### src/logic/branch_pkg.sv
// Shared types and constants for the conditional relative-branch unit.
// Assumes a single core clock; flags and requests come from logic on that clock.
package branch_pkg;

   ////////////////////////////////////////////////////////////////////////////
   // Widths
   localparam int unsigned PC_W   = 16;
   localparam int unsigned OFS_W  = 7;
   localparam int unsigned SEXT_W = PC_W - OFS_W;
   localparam int unsigned COND_W = 4;

   ////////////////////////////////////////////////////////////////////////////
   // Reset values and fixed steps
   localparam logic [PC_W-1:0] PC_RESET  = 16'h0000;
   localparam logic [PC_W-1:0] PC_STEP   = 16'h0001;
   localparam logic [1:0]      RST_SYNC0 = 2'h0;

   ////////////////////////////////////////////////////////////////////////////
   // Branch conditions
   typedef enum logic [COND_W-1:0] {
      branch_unsigned_at_least = 4'h0,
      branch_unsigned_below    = 4'h1,
      branch_negative          = 4'h2,
      branch_nonnegative       = 4'h3,
      branch_signed_at_least   = 4'h4,
      branch_signed_below      = 4'h5,
      branch_half_carry_on     = 4'h6,
      branch_half_carry_off    = 4'h7,
      branch_bit_copy_on       = 4'h8,
      branch_bit_copy_off      = 4'h9,
      branch_overflow_on       = 4'hA,
      branch_overflow_off      = 4'hB,
      branch_irq_allowed       = 4'hC,
      branch_irq_blocked       = 4'hD
   } cond_e;

   // Unit states
   typedef enum logic [0:0] {
      ST_IDLE  = 1'h0,
      ST_FLUSH = 1'h1
   } state_e;

   ////////////////////////////////////////////////////////////////////////////
   // Carriers
   typedef struct packed {
      logic irq_en;
      logic bit_copy;
      logic half_carry;
      logic sign;
      logic overflow;
      logic negative;
      logic zero;
      logic carry;
   } flags_s;

   typedef struct packed {
      logic [COND_W-1:0] cond;
      logic [OFS_W-1:0]  offset;
      logic [PC_W-1:0]   program_counter;
   } req_s;

   typedef struct packed {
      logic            pc_load;
      logic [PC_W-1:0] program_counter;
      logic            taken;
      logic            flush;
      logic            done;
      logic            illegal;
   } resp_s;

   localparam resp_s RESP_RESET = '{pc_load: 1'b0, program_counter: PC_RESET, taken: 1'b0,
                                    flush: 1'b0, done: 1'b0, illegal: 1'b0};

endpackage

### src/logic/branch_cond_eval.sv
// Combinational condition test for one branch code against the status flags.
// Assumes flags are stable for the cycle in which the code is presented.
`timescale 1ns/100ps

module branch_cond_eval (
   // Condition and flags
   input  wire logic [branch_pkg::COND_W-1:0] cond_i,
   input  wire branch_pkg::flags_s            flags_i,
   // Verdict
   output logic                               take_o,
   output logic                               illegal_o
);

   always_comb begin
      take_o    = 1'b0;
      illegal_o = 1'b0;
      case (cond_i)
         branch_pkg::branch_unsigned_at_least: take_o = ~flags_i.carry;
         branch_pkg::branch_unsigned_below:    take_o = flags_i.carry;
         branch_pkg::branch_negative:          take_o = flags_i.negative;
         branch_pkg::branch_nonnegative:       take_o = ~flags_i.negative;
         branch_pkg::branch_signed_at_least:   take_o = ~(flags_i.negative ^ flags_i.overflow);
         branch_pkg::branch_signed_below:      take_o = flags_i.negative ^ flags_i.overflow;
         branch_pkg::branch_half_carry_on:     take_o = flags_i.half_carry;
         branch_pkg::branch_half_carry_off:    take_o = ~flags_i.half_carry;
         branch_pkg::branch_bit_copy_on:       take_o = flags_i.bit_copy;
         branch_pkg::branch_bit_copy_off:      take_o = ~flags_i.bit_copy;
         branch_pkg::branch_overflow_on:       take_o = flags_i.overflow;
         branch_pkg::branch_overflow_off:      take_o = ~flags_i.overflow;
         branch_pkg::branch_irq_allowed:       take_o = flags_i.irq_en;
         branch_pkg::branch_irq_blocked:       take_o = ~flags_i.irq_en;
         // Unused codes never redirect; they are reported instead
         default:                              illegal_o = 1'b1;
      endcase
   end

endmodule

### src/logic/cond_branch_unit.sv
// Conditional relative-branch unit: tests status flags, redirects or falls through.
// Assumes decode presents one branch at a time with its own address, flags from the
// status register on the same clock, and a fetch stage that obeys pc_load and flush.
//
// Behaviour
// - Same-or-higher taken when carry is 0; lower taken when carry is 1.
// - Branch-on-negative redirects only when the negative flag is 1.
// - Branch-on-nonnegative redirects only when the negative flag is 0.
// - Signed at-least taken only when negative xor overflow is 0.
// - Signed below taken only when negative xor overflow is 1.
// - Half-carry-on branch redirects only when half carry is 1.
// - Half-carry-off branch redirects only when half carry is 0.
// - Bit-copy-on branch taken only when the bit-copy flag is 1.
// - Bit-copy-off branch taken only when the bit-copy flag is 0.
// - Overflow-on branch redirects only when overflow is 1.
// - Overflow-off branch redirects only when overflow is 0.
// - Irq-allowed branch taken only when global interrupt enable is 1.
// - Irq-blocked branch taken only when global interrupt enable is 0.
// - Taken target is address plus offset plus one; flags untouched; one or two cycles.
`timescale 1ns/100ps

module cond_branch_unit (
   // Clock and reset
   input  wire logic                 clk_sys_i,
   input  wire logic                 rst_n_i,
   // Branch request from decode
   input  wire logic                 req_valid_i,
   input  wire branch_pkg::req_s     req_i,
   output logic                      req_ready_o,
   // Status register view
   input  wire branch_pkg::flags_s   flags_i,
   // Answer to fetch
   output branch_pkg::resp_s         resp_o
);

   ////////////////////////////////////////////////////////////////////////////
   // Reset release
   // Asynchronous assertion, release aligned to the clock through two stages.

   logic [1:0] rst_sync_q;
   logic [1:0] rst_sync_d;
   logic       rst_core_n;

   always_comb begin
      rst_sync_d = {rst_sync_q[0], 1'b1};
   end

   always_ff @(posedge clk_sys_i or negedge rst_n_i) begin
      if (!rst_n_i) begin
         rst_sync_q <= branch_pkg::RST_SYNC0;
      end else begin
         rst_sync_q <= rst_sync_d;
      end
   end

   assign rst_core_n = rst_sync_q[1];

   ////////////////////////////////////////////////////////////////////////////
   // Condition evaluation

   logic cond_take;
   logic cond_illegal;

   branch_cond_eval u_cond_eval (
      .cond_i    (req_i.cond),
      .flags_i   (flags_i),
      .take_o    (cond_take),
      .illegal_o (cond_illegal)
   );

   ////////////////////////////////////////////////////////////////////////////
   // Target arithmetic
   // Both candidate addresses are formed every cycle; the verdict only picks one.
   // Wrap at the top of the address space is deliberate, as on the core itself.

   logic [branch_pkg::PC_W-1:0] offset_sext;
   logic [branch_pkg::PC_W-1:0] pc_fall;
   logic [branch_pkg::PC_W-1:0] pc_taken;

   always_comb begin
      offset_sext = {{branch_pkg::SEXT_W{req_i.offset[branch_pkg::OFS_W-1]}}, req_i.offset};
      pc_fall     = req_i.program_counter + branch_pkg::PC_STEP;
      pc_taken    = pc_fall + offset_sext;
   end

   ////////////////////////////////////////////////////////////////////////////
   // Sequencer
   // Idle accepts a request. A taken branch spends one more cycle in flush so
   // the word already fetched behind the branch is thrown away.

   branch_pkg::state_e state_q;
   branch_pkg::state_e state_d;
   branch_pkg::resp_s  resp_q;
   branch_pkg::resp_s  resp_d;
   logic               ready_q;
   logic               ready_d;
   logic               accept;

   assign accept = req_valid_i & ready_q;

   always_comb begin
      state_d = state_q;
      ready_d = ready_q;
      resp_d  = resp_q;
      // Strobes last one cycle; the address stays until the next answer
      resp_d.pc_load = 1'b0;
      resp_d.flush   = 1'b0;
      resp_d.done    = 1'b0;
      resp_d.illegal = 1'b0;
      case (state_q)
         branch_pkg::ST_IDLE: begin
            // Idle takes requests again, from the second cycle after reset on (ready resets to 0)
            ready_d = 1'b1;
            if (accept) begin
               resp_d.pc_load = 1'b1;
               resp_d.illegal = cond_illegal;
               if (cond_take) begin
                  // Taken: load target, discard prefetch, finish next cycle
                  resp_d.program_counter = pc_taken;
                  resp_d.taken           = 1'b1;
                  resp_d.flush           = 1'b1;
                  ready_d                = 1'b0;
                  state_d                = branch_pkg::ST_FLUSH;
               end else begin
                  // Not taken: next word, done in this one cycle
                  resp_d.program_counter = pc_fall;
                  resp_d.taken           = 1'b0;
                  resp_d.done            = 1'b1;
               end
            end
         end
         branch_pkg::ST_FLUSH: begin
            // Second cycle of a taken branch
            resp_d.done = 1'b1;
            ready_d     = 1'b1;
            state_d     = branch_pkg::ST_IDLE;
         end
         default: begin
            state_d = branch_pkg::ST_IDLE;
            ready_d = 1'b1;
         end
      endcase
   end

   // No status flag is written from here: the unit only reads them.
   always_ff @(posedge clk_sys_i or negedge rst_core_n) begin
      if (!rst_core_n) begin
         state_q <= branch_pkg::ST_IDLE;
         ready_q <= 1'b0;
         resp_q  <= branch_pkg::RESP_RESET;
      end else begin
         state_q <= state_d;
         ready_q <= ready_d;
         resp_q  <= resp_d;
      end
   end

   ////////////////////////////////////////////////////////////////////////////
   // Outputs

   assign req_ready_o = ready_q;
   assign resp_o      = resp_q;

endmodule

### config.mk
export PLATFORM = sky130hd
export DESIGN_NAME = cond_branch_unit
export DESIGN_NICKNAME = d
export VERILOG_FILES = /design/src/logic/branch_pkg.sv /design/src/logic/branch_cond_eval.sv /design/src/logic/cond_branch_unit.sv
export SDC_FILE = /design/constraint.sdc
export NUM_CORES = 1
export LEC_CHECK = 0
export BUFFER_PORTS_ARGS = -buffer_cell sky130_fd_sc_hd__buf_2
export CAP_MARGIN = 0
export CORE_ASPECT_RATIO = 0.6
export CORE_UTILIZATION = 57
export CTS_CLUSTER_DIAMETER = 40
export DETAILED_ROUTE_END_ITERATION = 6
export PLACE_DENSITY = 0.85
export SLEW_MARGIN = 20
export SYNTH_ARGS = -nofsm -noshare
export SYNTH_HDL_FRONTEND = slang
export SYNTH_SLANG_ARGS = --single-unit
### constraint.sdc
create_clock -name clk_sys_i -period 1.38 [get_ports clk_sys_i]
set_input_delay 0.276 -clock clk_sys_i [delete_from_list [all_inputs] [get_ports clk_sys_i]]
set_output_delay 0.276 -clock clk_sys_i [all_outputs]
set_load 0.01 [all_outputs]
==> impl_metrics.ini, run 1 <==
[outcome]
status = aborted with a tool error
stop_stage = clock tree synthesis
error_line = [ERROR DPL-0038] Utilization greater than 100%, impossible to legalize

[clocking]
cts_hold_buffers = 1
cts_buffers = 3
clockRootBuffer = clkbuf_8
clock_path_buffers = 2
cts.sinks = 24
htreeDepth = 1
cts-resized-gates = 102
post_cts_buffers = 29

[placed_design]
dp_hpwl_mm = 6.84
io_buffer_count = 57
routabilityCongestion = 1.03

[die]
io_pins = 60
die_w_um = 81.9
rows = 16
die_y_um = 50.0
start_util = 0.634

[logic_synthesis]
synth.distinct_cells = 57
synth_area_sq_um = 2180
synthFlopType = dfrtp_1
synthArstFlopShare = 1.00
syn_inst = 245
ys_seq_area_frac = 0.275
synth_enable_flop_cells = 0
yosysWarnings = 0
ys_ff_latch = 24
syn-num-nets = 304
avgSynthCellArea_sq_um = 8.92
synth_stat cells (3+ instances only):
cell type | n | area [sq um]
clkbuf_1 | 4 | 15.0
and4_1 | 4 | 35.0
xor2_1 | 8 | 70.1
nor3_1 | 4 | 20.0
ha_1 | 20 | 250
o211ai_1 | 4 | 30.0
mux2i_1 | 8 | 80.1
inv_1 | 3 | 11.3
o21ai_0 | 6 | 30.0
nand2_1 | 29 | 109
and3_1 | 6 | 37.5
a31oi_1 | 3 | 18.8
dfrtp_1 | 24 | 601
xnor2_1 | 22 | 193
a21oi_1 | 13 | 65.1
nor2_1 | 9 | 33.8
nand4_1 | 8 | 50.1
o21ai_1 | 11 | 55.1
nand3_1 | 11 | 55.1
a21o_1 | 4 | 30.0
stage by stage:
stage                     setup slack, ps  cells  cell area, sq um
after detailed placement            -1680    426              3210
after global placement              -1500    426              3210
after floorplan                     -1480    245              2270
kinds of logic after synthesis:
logic type | share of synthesized area
multiplexers | 0.0418
buffers and inverters | 0.0332
adder cells (fa/ha/maj) | 0.124
AO/OA/AOI/OAI | 0.203
XOR/XNOR | 0.120
AND/OR/NAND/NOR | 0.202
flip-flops | 0.275
other | 0.00172
==> run 2, diff against run 1 <==
- CORE_ASPECT_RATIO: 0.6 -> unset
- CORE_UTILIZATION: 57 -> 40
- CTS_CLUSTER_DIAMETER: 40 -> unset
- PLACE_DENSITY: 0.85 -> unset
- PLACE_DENSITY_LB_ADDON: unset -> 0.15
==> run 2 against run 1 <==
  * The flow now finishes, with violations (negative setup slack)
  * Synthesized cell count is the same
  * Synthesized area is the same
==> impl_metrics.ini, run 2 <==
[clocking]
cts_buffers = 3
cts.sinks = 24
htreeDepth = 1
clockRootBuffer = clkbuf_8
clock_latency_ps = 260
cts_tree = yes
clock_path_buffers = 2
clkTransAtPathRegs_ps = 90

[pwr]
p_leak_nw = 1.89
ir_drop_mv = 0.517
power.density_nw_per_um2 = 876
finalPower_mw = 3.42

[logic_synthesis]
synth.distinct_cells = 57
yosysWarnings = 0
ys_ff_latch = 24
synth.top_cells.by_count = nand2_1 (29), dfrtp_1 (24), xnor2_1 (22)
synthFlopType = dfrtp_1
ys_seq_area_frac = 0.275
ys_top_cells_by_area = dfrtp_1 (27%), ha_1 (11%), xnor2_1 (8.8%)
avgSynthCellArea_sq_um = 8.92
synth_enable_flop_cells = 0
synthArstFlopShare = 1.00
netlist.area_leader.share = 0.275
synth_area_sq_um = 2180
synth_top_area_cell = dfrtp_1
syn_inst = 245
yosysMostFrequentCell = nand2_1
syn-num-nets = 304

[route]
firstDrtPassIters = 4
postRouteAntennaNets = 0
via_count = 2469
drtIter0Drc = 119
drc = 0
vias_per_cell = 5.14
wirelength_mm = 6.81
wl_per_cell_um = 14.2

[cells_and_area]
fin_cells = 480
largest_register_ffs = 21
final_common_cell = buf_4
drive_above_1_share = 0.556
area.growth.synth_to_final_pct = 78.6
final_nets = 470
final_cell_mix = buf_4 (101), buf_2 (49), nand2_1 (27)
antenna_cells = 0

[critical_path]
cpPeakStageDelay_ps = 360
required_ps = 1530
timing.reg2reg.setup_slack_ps = -180
crit_arrival_ps = 2790
crit_fanout = 4
cp-end-kind = register
rr_endpoint = resp_o[19]
crit_end = resp_o[19]
worstRegToRegCells = 6
worst_r2r_startpoint = req_ready_o
critPathKind = in2reg
path_cells = buf_6 > and4_1 > and3_4 > nand2_4 > xnor2_2 > ha_1 > nand4_1 > buf_4 > o22ai_2 > nor2_1 > a41oi_2 > mux2_4 > or3b_1
cp_slowest_cell = or3b_1
start_kind = input port
cp-startpoint = req_i[4]

[sta]
rsz0062_at_grt = yes
setup_viol = 16
hold_viol = 0
fin_ws_ps = -1260
max_freq_mhz = 379
drv_slew = 0
final_min_period_over_clock_period = 1.91
skew_ps = 3.09
finalCriticalPeriod_ps = 2640
fin_tns_setup_ps = -11170

[global_route]
grt_pass1_vias = 2545
grt_max_degree = 23
grt_first_pass_wirelength_mm = 11.5
antenna_found_initial = 0
grt.overflow.total = 0
groute.usage.overall = 0.243

[die]
dieArea_sq_um = 5760
rows = 26
die_y_um = 75.9
die_w_um = 75.9
fp.coreArea_sq_um = 5170
start_util = 0.422
io_pins = 60

[outcome]
status = finished, violations left
failed_checks = negative setup slack

[placed_design]
io_buffer_count = 57
dp_hpwl_mm = 4.87
dp_cells = 453
routabilityCongestion = 0.843

[hold_path]
hold_class = reg2async

[job]
maxCapViolCount = 0
[run 2: cell counts after synthesis]
Identical to the previous run, type by type.
[run 2: layout make-up]
cell class,count,area (sq um)
multi-input combinational,208,1870
fill,371,1270
timing repair buffer,170,1260
sequential,24,601
tap,70,87.6
clock buffer,3,41.3
clock inverter,1,30.0
inverter,4,15.0
[run 2: worst max-delay path, delay by kind of cell]
kind,cells,cell delay (ps)
and+or+nand+nor,6,1100
buffers and inverters,2,260
adders and majority gates,1,310
muxes,1,320
xor gates and xnor gates,1,140
AOI/OAI and AO/OA,2,380
[run 2: cells by family (layout without fill, tap and decap cells)]
kind of cell,after synthesis,count (layout),synth area share
adder cells (fa/ha/maj),21,21,0.124
other,1,1,0.00172
flip-flops,24,24,0.275
AO/OA/AOI/OAI,63,63,0.203
multiplexers,9,9,0.0418
AND/OR/NAND/NOR,84,84,0.202
XOR/XNOR,30,30,0.120
buffers and inverters,13,178,0.0332
[run 2: per-layer routing]
layer,up-vias,track usage,part of all wire
li1,1233,-,-
met1,1163,0.301,0.45
met2,65,0.445,0.51
met3,8,0.0217,0.031
met4,0,0.0769,0.014
met5,-,0,0
[run 2: what timing repair did]
| action | in CTS | in global routing |
|---|---|---|
| gates resized for setup | 58 | 18 |
| buffers inserted | 24 | 4 |
| hold endpoints to repair | 2 | 0 |
| hold buffers | 1 | 0 |
| pin swaps | 32 | 16 |
| endpoints found under the setup margin | 20 | 20 |
[run 2: stage by stage]
| stage | worst slack [ps] | hold WS, ps | area (sq um) | util |
|---|---|---|---|---|
| floorplan | -1480 | -19.6 | 2270 | - |
| global placement | -1510 | 63.1 | 3260 | 0.629 |
| detailed placement | -1570 | 63.1 | 3260 | 0.629 |
| CTS | -1230 | 224 | 3800 | 0.735 |
| global route | -1370 | 260 | 3900 | 0.754 |
| finish | -1260 | 215 | 3900 | 0.754 |
[run 2: worst min path at each step]
stage,from,cells after the start,end,slack (ps)
global placement,rst_n_i,1,rst_sync_q[1],60
floorplan,rst_n_i,0,rst_sync_q[0],-20
global route,rst_sync_q[1],1,resp_o[20],260
CTS,rst_sync_q[1],1,resp_o[3],220
detailed placement,rst_n_i,1,rst_sync_q[0],60
finish,rst_sync_q[1],1,resp_o[14],220
[run 2: power breakdown]
part           switching (mW)  internal, mW
Clock                   0.225         0.388
Combinational           0.876         0.986
Sequential             0.0809         0.860
Total                    1.18          2.23
(Power assumes the default switching activity.)
==> run 3, diff against run 2 <==
- GPL_TIMING_DRIVEN: unset -> 0
- SYNTH_HIERARCHICAL: unset -> 1
==> run 3 against run 2 <==
  * Highest routed layer unchanged
  * Power is 15% lower
  * Final cell count is 13% lower
  * Count of clock-buffer cells in the layout is 1 higher
  * Combinational power is 20% lower
  * The run still ends with negative setup slack left
  * Non-clock buffer count is 68 lower
  * Sequential power is 1% higher
  * Fmax is 6.7% higher
  * Utilization is 9.3 points lower
  * Global-route usage is 3.5 points lower
==> impl_metrics.ini, run 3 <==
[outcome]
status = finished, violations left
failed_checks = negative setup slack

[critical_path]
crit_fanout = 4
rr_endpoint = resp_o[12]
worstRegToRegCells = 7
cp_slowest_cell = ha_1
critPathKind = in2reg
required_ps = 1520
timing.reg2reg.setup_slack_ps = -150
cp-end-kind = register
start_kind = input port
path_cells = buf_8 > and4_4 > nand4_1 > nor2_1 > xor2_1 > ha_1 > a21oi_2 > o21ai_1 > nor2_1 > o21ai_0 > a211o_1 > xnor2_2 > o21ai_1
crit_arrival_ps = 2620
cpPeakStageDelay_ps = 340
worst_r2r_startpoint = req_ready_o

[sta]
final_min_period_over_clock_period = 1.79
finalCriticalPeriod_ps = 2470
skew_ps = 7.11
worst_pin_slew_ps = 835
worst_hold_slack_ps = 287
max_slew_margin = 0.443
drv_slew = 0
fin_ws_ps = -1090
setup_viol = 18
rsz0062_at_grt = yes
max_freq_mhz = 404
hold_viol = 0

[cells_and_area]
fin_cells = 417
multiInputGateArea_sq_um = 1730
post-route-cell-area_sq_um = 3220
final_nets = 410
final_common_cell = buf_2
finish.utilization = 0.661
fillCellCount = 415
drive_above_1_share = 0.434
antenna_cells = 0
area.growth.synth_to_final_pct = 54.4
seqCellArea_sq_um = 601
largest_register_ffs = 21
final_cell_mix = buf_2 (49), buf_4 (36), nand2_1 (29)

[clocking]
clock_latency_ps = 260
clkTransAtPathRegs_ps = 80
clock_path_buffers = 2
cts_buffers = 3
cts_tree = yes
htreeDepth = 1
cts.sinks = 24
clockRootBuffer = clkbuf_8

[logic_synthesis]
ys_top_cells_by_area = dfrtp_1 (29%), ha_1 (12%), xnor2_1 (8.4%)
ys_seq_area_frac = 0.288
synth.top_cells.by_count = nand2_1 (32), dfrtp_1 (24), o21ai_0 (23)
synthFlopType = dfrtp_1
netlist.area_leader.share = 0.288
syn-num-nets = 310
syn_inst = 251
synth_enable_flop_cells = 0
avgSynthCellArea_sq_um = 8.32
synth_area_sq_um = 2090
ys_ff_latch = 24
synth.distinct_cells = 45
yosysWarnings = 6
yosysMostFrequentCell = nand2_1
synth_top_area_cell = dfrtp_1
synthArstFlopShare = 1.00

[route]
firstDrtPassIters = 4
wl_per_cell_um = 13.4
drtIter0Drc = 89
drc = 0
wirelength_mm = 5.61
vias_per_cell = 5.10
postRouteAntennaNets = 0
via_count = 2125

[global_route]
grt_max_degree = 23
grt_pass1_vias = 2006
groute.usage.overall = 0.208
antenna_found_initial = 0
grt.overflow.total = 0
grt_first_pass_wirelength_mm = 8.94

[die]
die_y_um = 74.3
die_w_um = 74.3
fp.coreArea_sq_um = 4880
dieArea_sq_um = 5510
io_pins = 60
rows = 25
start_util = 0.428

[placed_design]
dp_cells = 375
dp_hpwl_mm = 3.94
io_buffer_count = 57
routabilityCongestion = 0.798
dpl_cell_area_sq_um = 2560

[hold_path]
worstHoldPathCells = 3
hp-start = req_valid_i
min_to = resp_o[1]
hold_class = in2reg

[pwr]
ir_drop_mv = 0.423
p_leak_nw = 1.50
power.density_nw_per_um2 = 902

[job]
maxCapViolCount = 0
run 3: cell types whose count changed in the layout (fill, tap and decap cells not counted), moves of 5 or more:
cell	previous run	this run
o21ai_0	1	14
nor2_1	7	16
buf_4	101	36
buf_6	13	6
nand2b_1	0	5
nand3_1	10	5
run 3: worst max-delay path by stage:
stage              from    endpoint  slack (ps)  depth (start not counted)
4_1_cts        req_i[3]  resp_o[19]       -1120                         13
3_5_place_dp   req_i[2]  resp_o[19]       -1550                         13
5_1_grt        req_i[3]  resp_o[19]       -1230                         13
6_report       req_i[3]  resp_o[19]       -1090                         13
3_3_place_gp   req_i[2]  resp_o[19]       -1570                         13
2_1_floorplan  req_i[3]  resp_o[19]       -1030                         13
run 3: per-stage QoR:
step / power, mW / TNS (ps) / worst slack [ps]
final: 2.91 / -9550 / -1090
after floorplan: 1.72 / -8110 / -1030
after global routing: 3.12 / -11750 / -1230
after detailed placement: 2.12 / -15640 / -1550
after CTS: 2.75 / -8630 / -1120
after global placement: 2.10 / -15440 / -1570
run 3: final cells by class:
class	count	share of cell area
plain buffers	6	0.0186
multi-input cells	213	0.536
repair buffers	96	0.208
inverters	7	0.00854
flip-flops and latches	24	0.186
well taps	67	0.0260
clock buffers	4	0.0171
run 3: kinds of logic (layout without fill, tap and decap cells):
kind of cell,Yosys count,in the layout,share of synthesized area
flops,24,24,0.288
other cells,1,1,0.00180
simple gates,86,86,0.203
mux,5,5,0.0240
buf+inv,14,113,0.0276
compound gates,71,71,0.205
fa+ha+maj,21,21,0.129
xor+xnor,29,29,0.122
run 3: what timing repair did:
| item | 4_1_cts | 5_1_grt |
|---|---|---|
| hold buffers | 1 | 0 |
| pin swaps | 20 | 14 |
| endpoints found under the setup margin | 19 | 19 |
| endpoints found under the hold margin | 2 | 0 |
| gates resized for setup | 41 | 28 |
| setup buffers | 21 | 17 |
run 3: routing by layer:
layer  part of all wire  vias up  global-route usage  routed length (um)
li1                   -     1094                   -                   -
met1               0.48      975               0.277                2680
met5                  0        -                   0                   0
met4             0.0078        0              0.0608                  44
met3              0.040        4              0.0352                 226
met2               0.47       52               0.348                2650
run 3: power breakdown:
group,switching (mW),internal [mW],leakage [nW],total (mW)
Combinational,0.748,0.739,1.18,1.49
Sequential,0.0881,0.866,0.289,0.954
Clock,0.212,0.254,0.0288,0.466
run 3: critical path: cells and delay by family:
kind	cells	cell delay [ps]
AND/OR/NAND/NOR	4	700
buffers and inverters	1	70
adder cells (fa/ha/maj)	1	340
AO/OA/AOI/OAI	5	800
XOR/XNOR	2	430
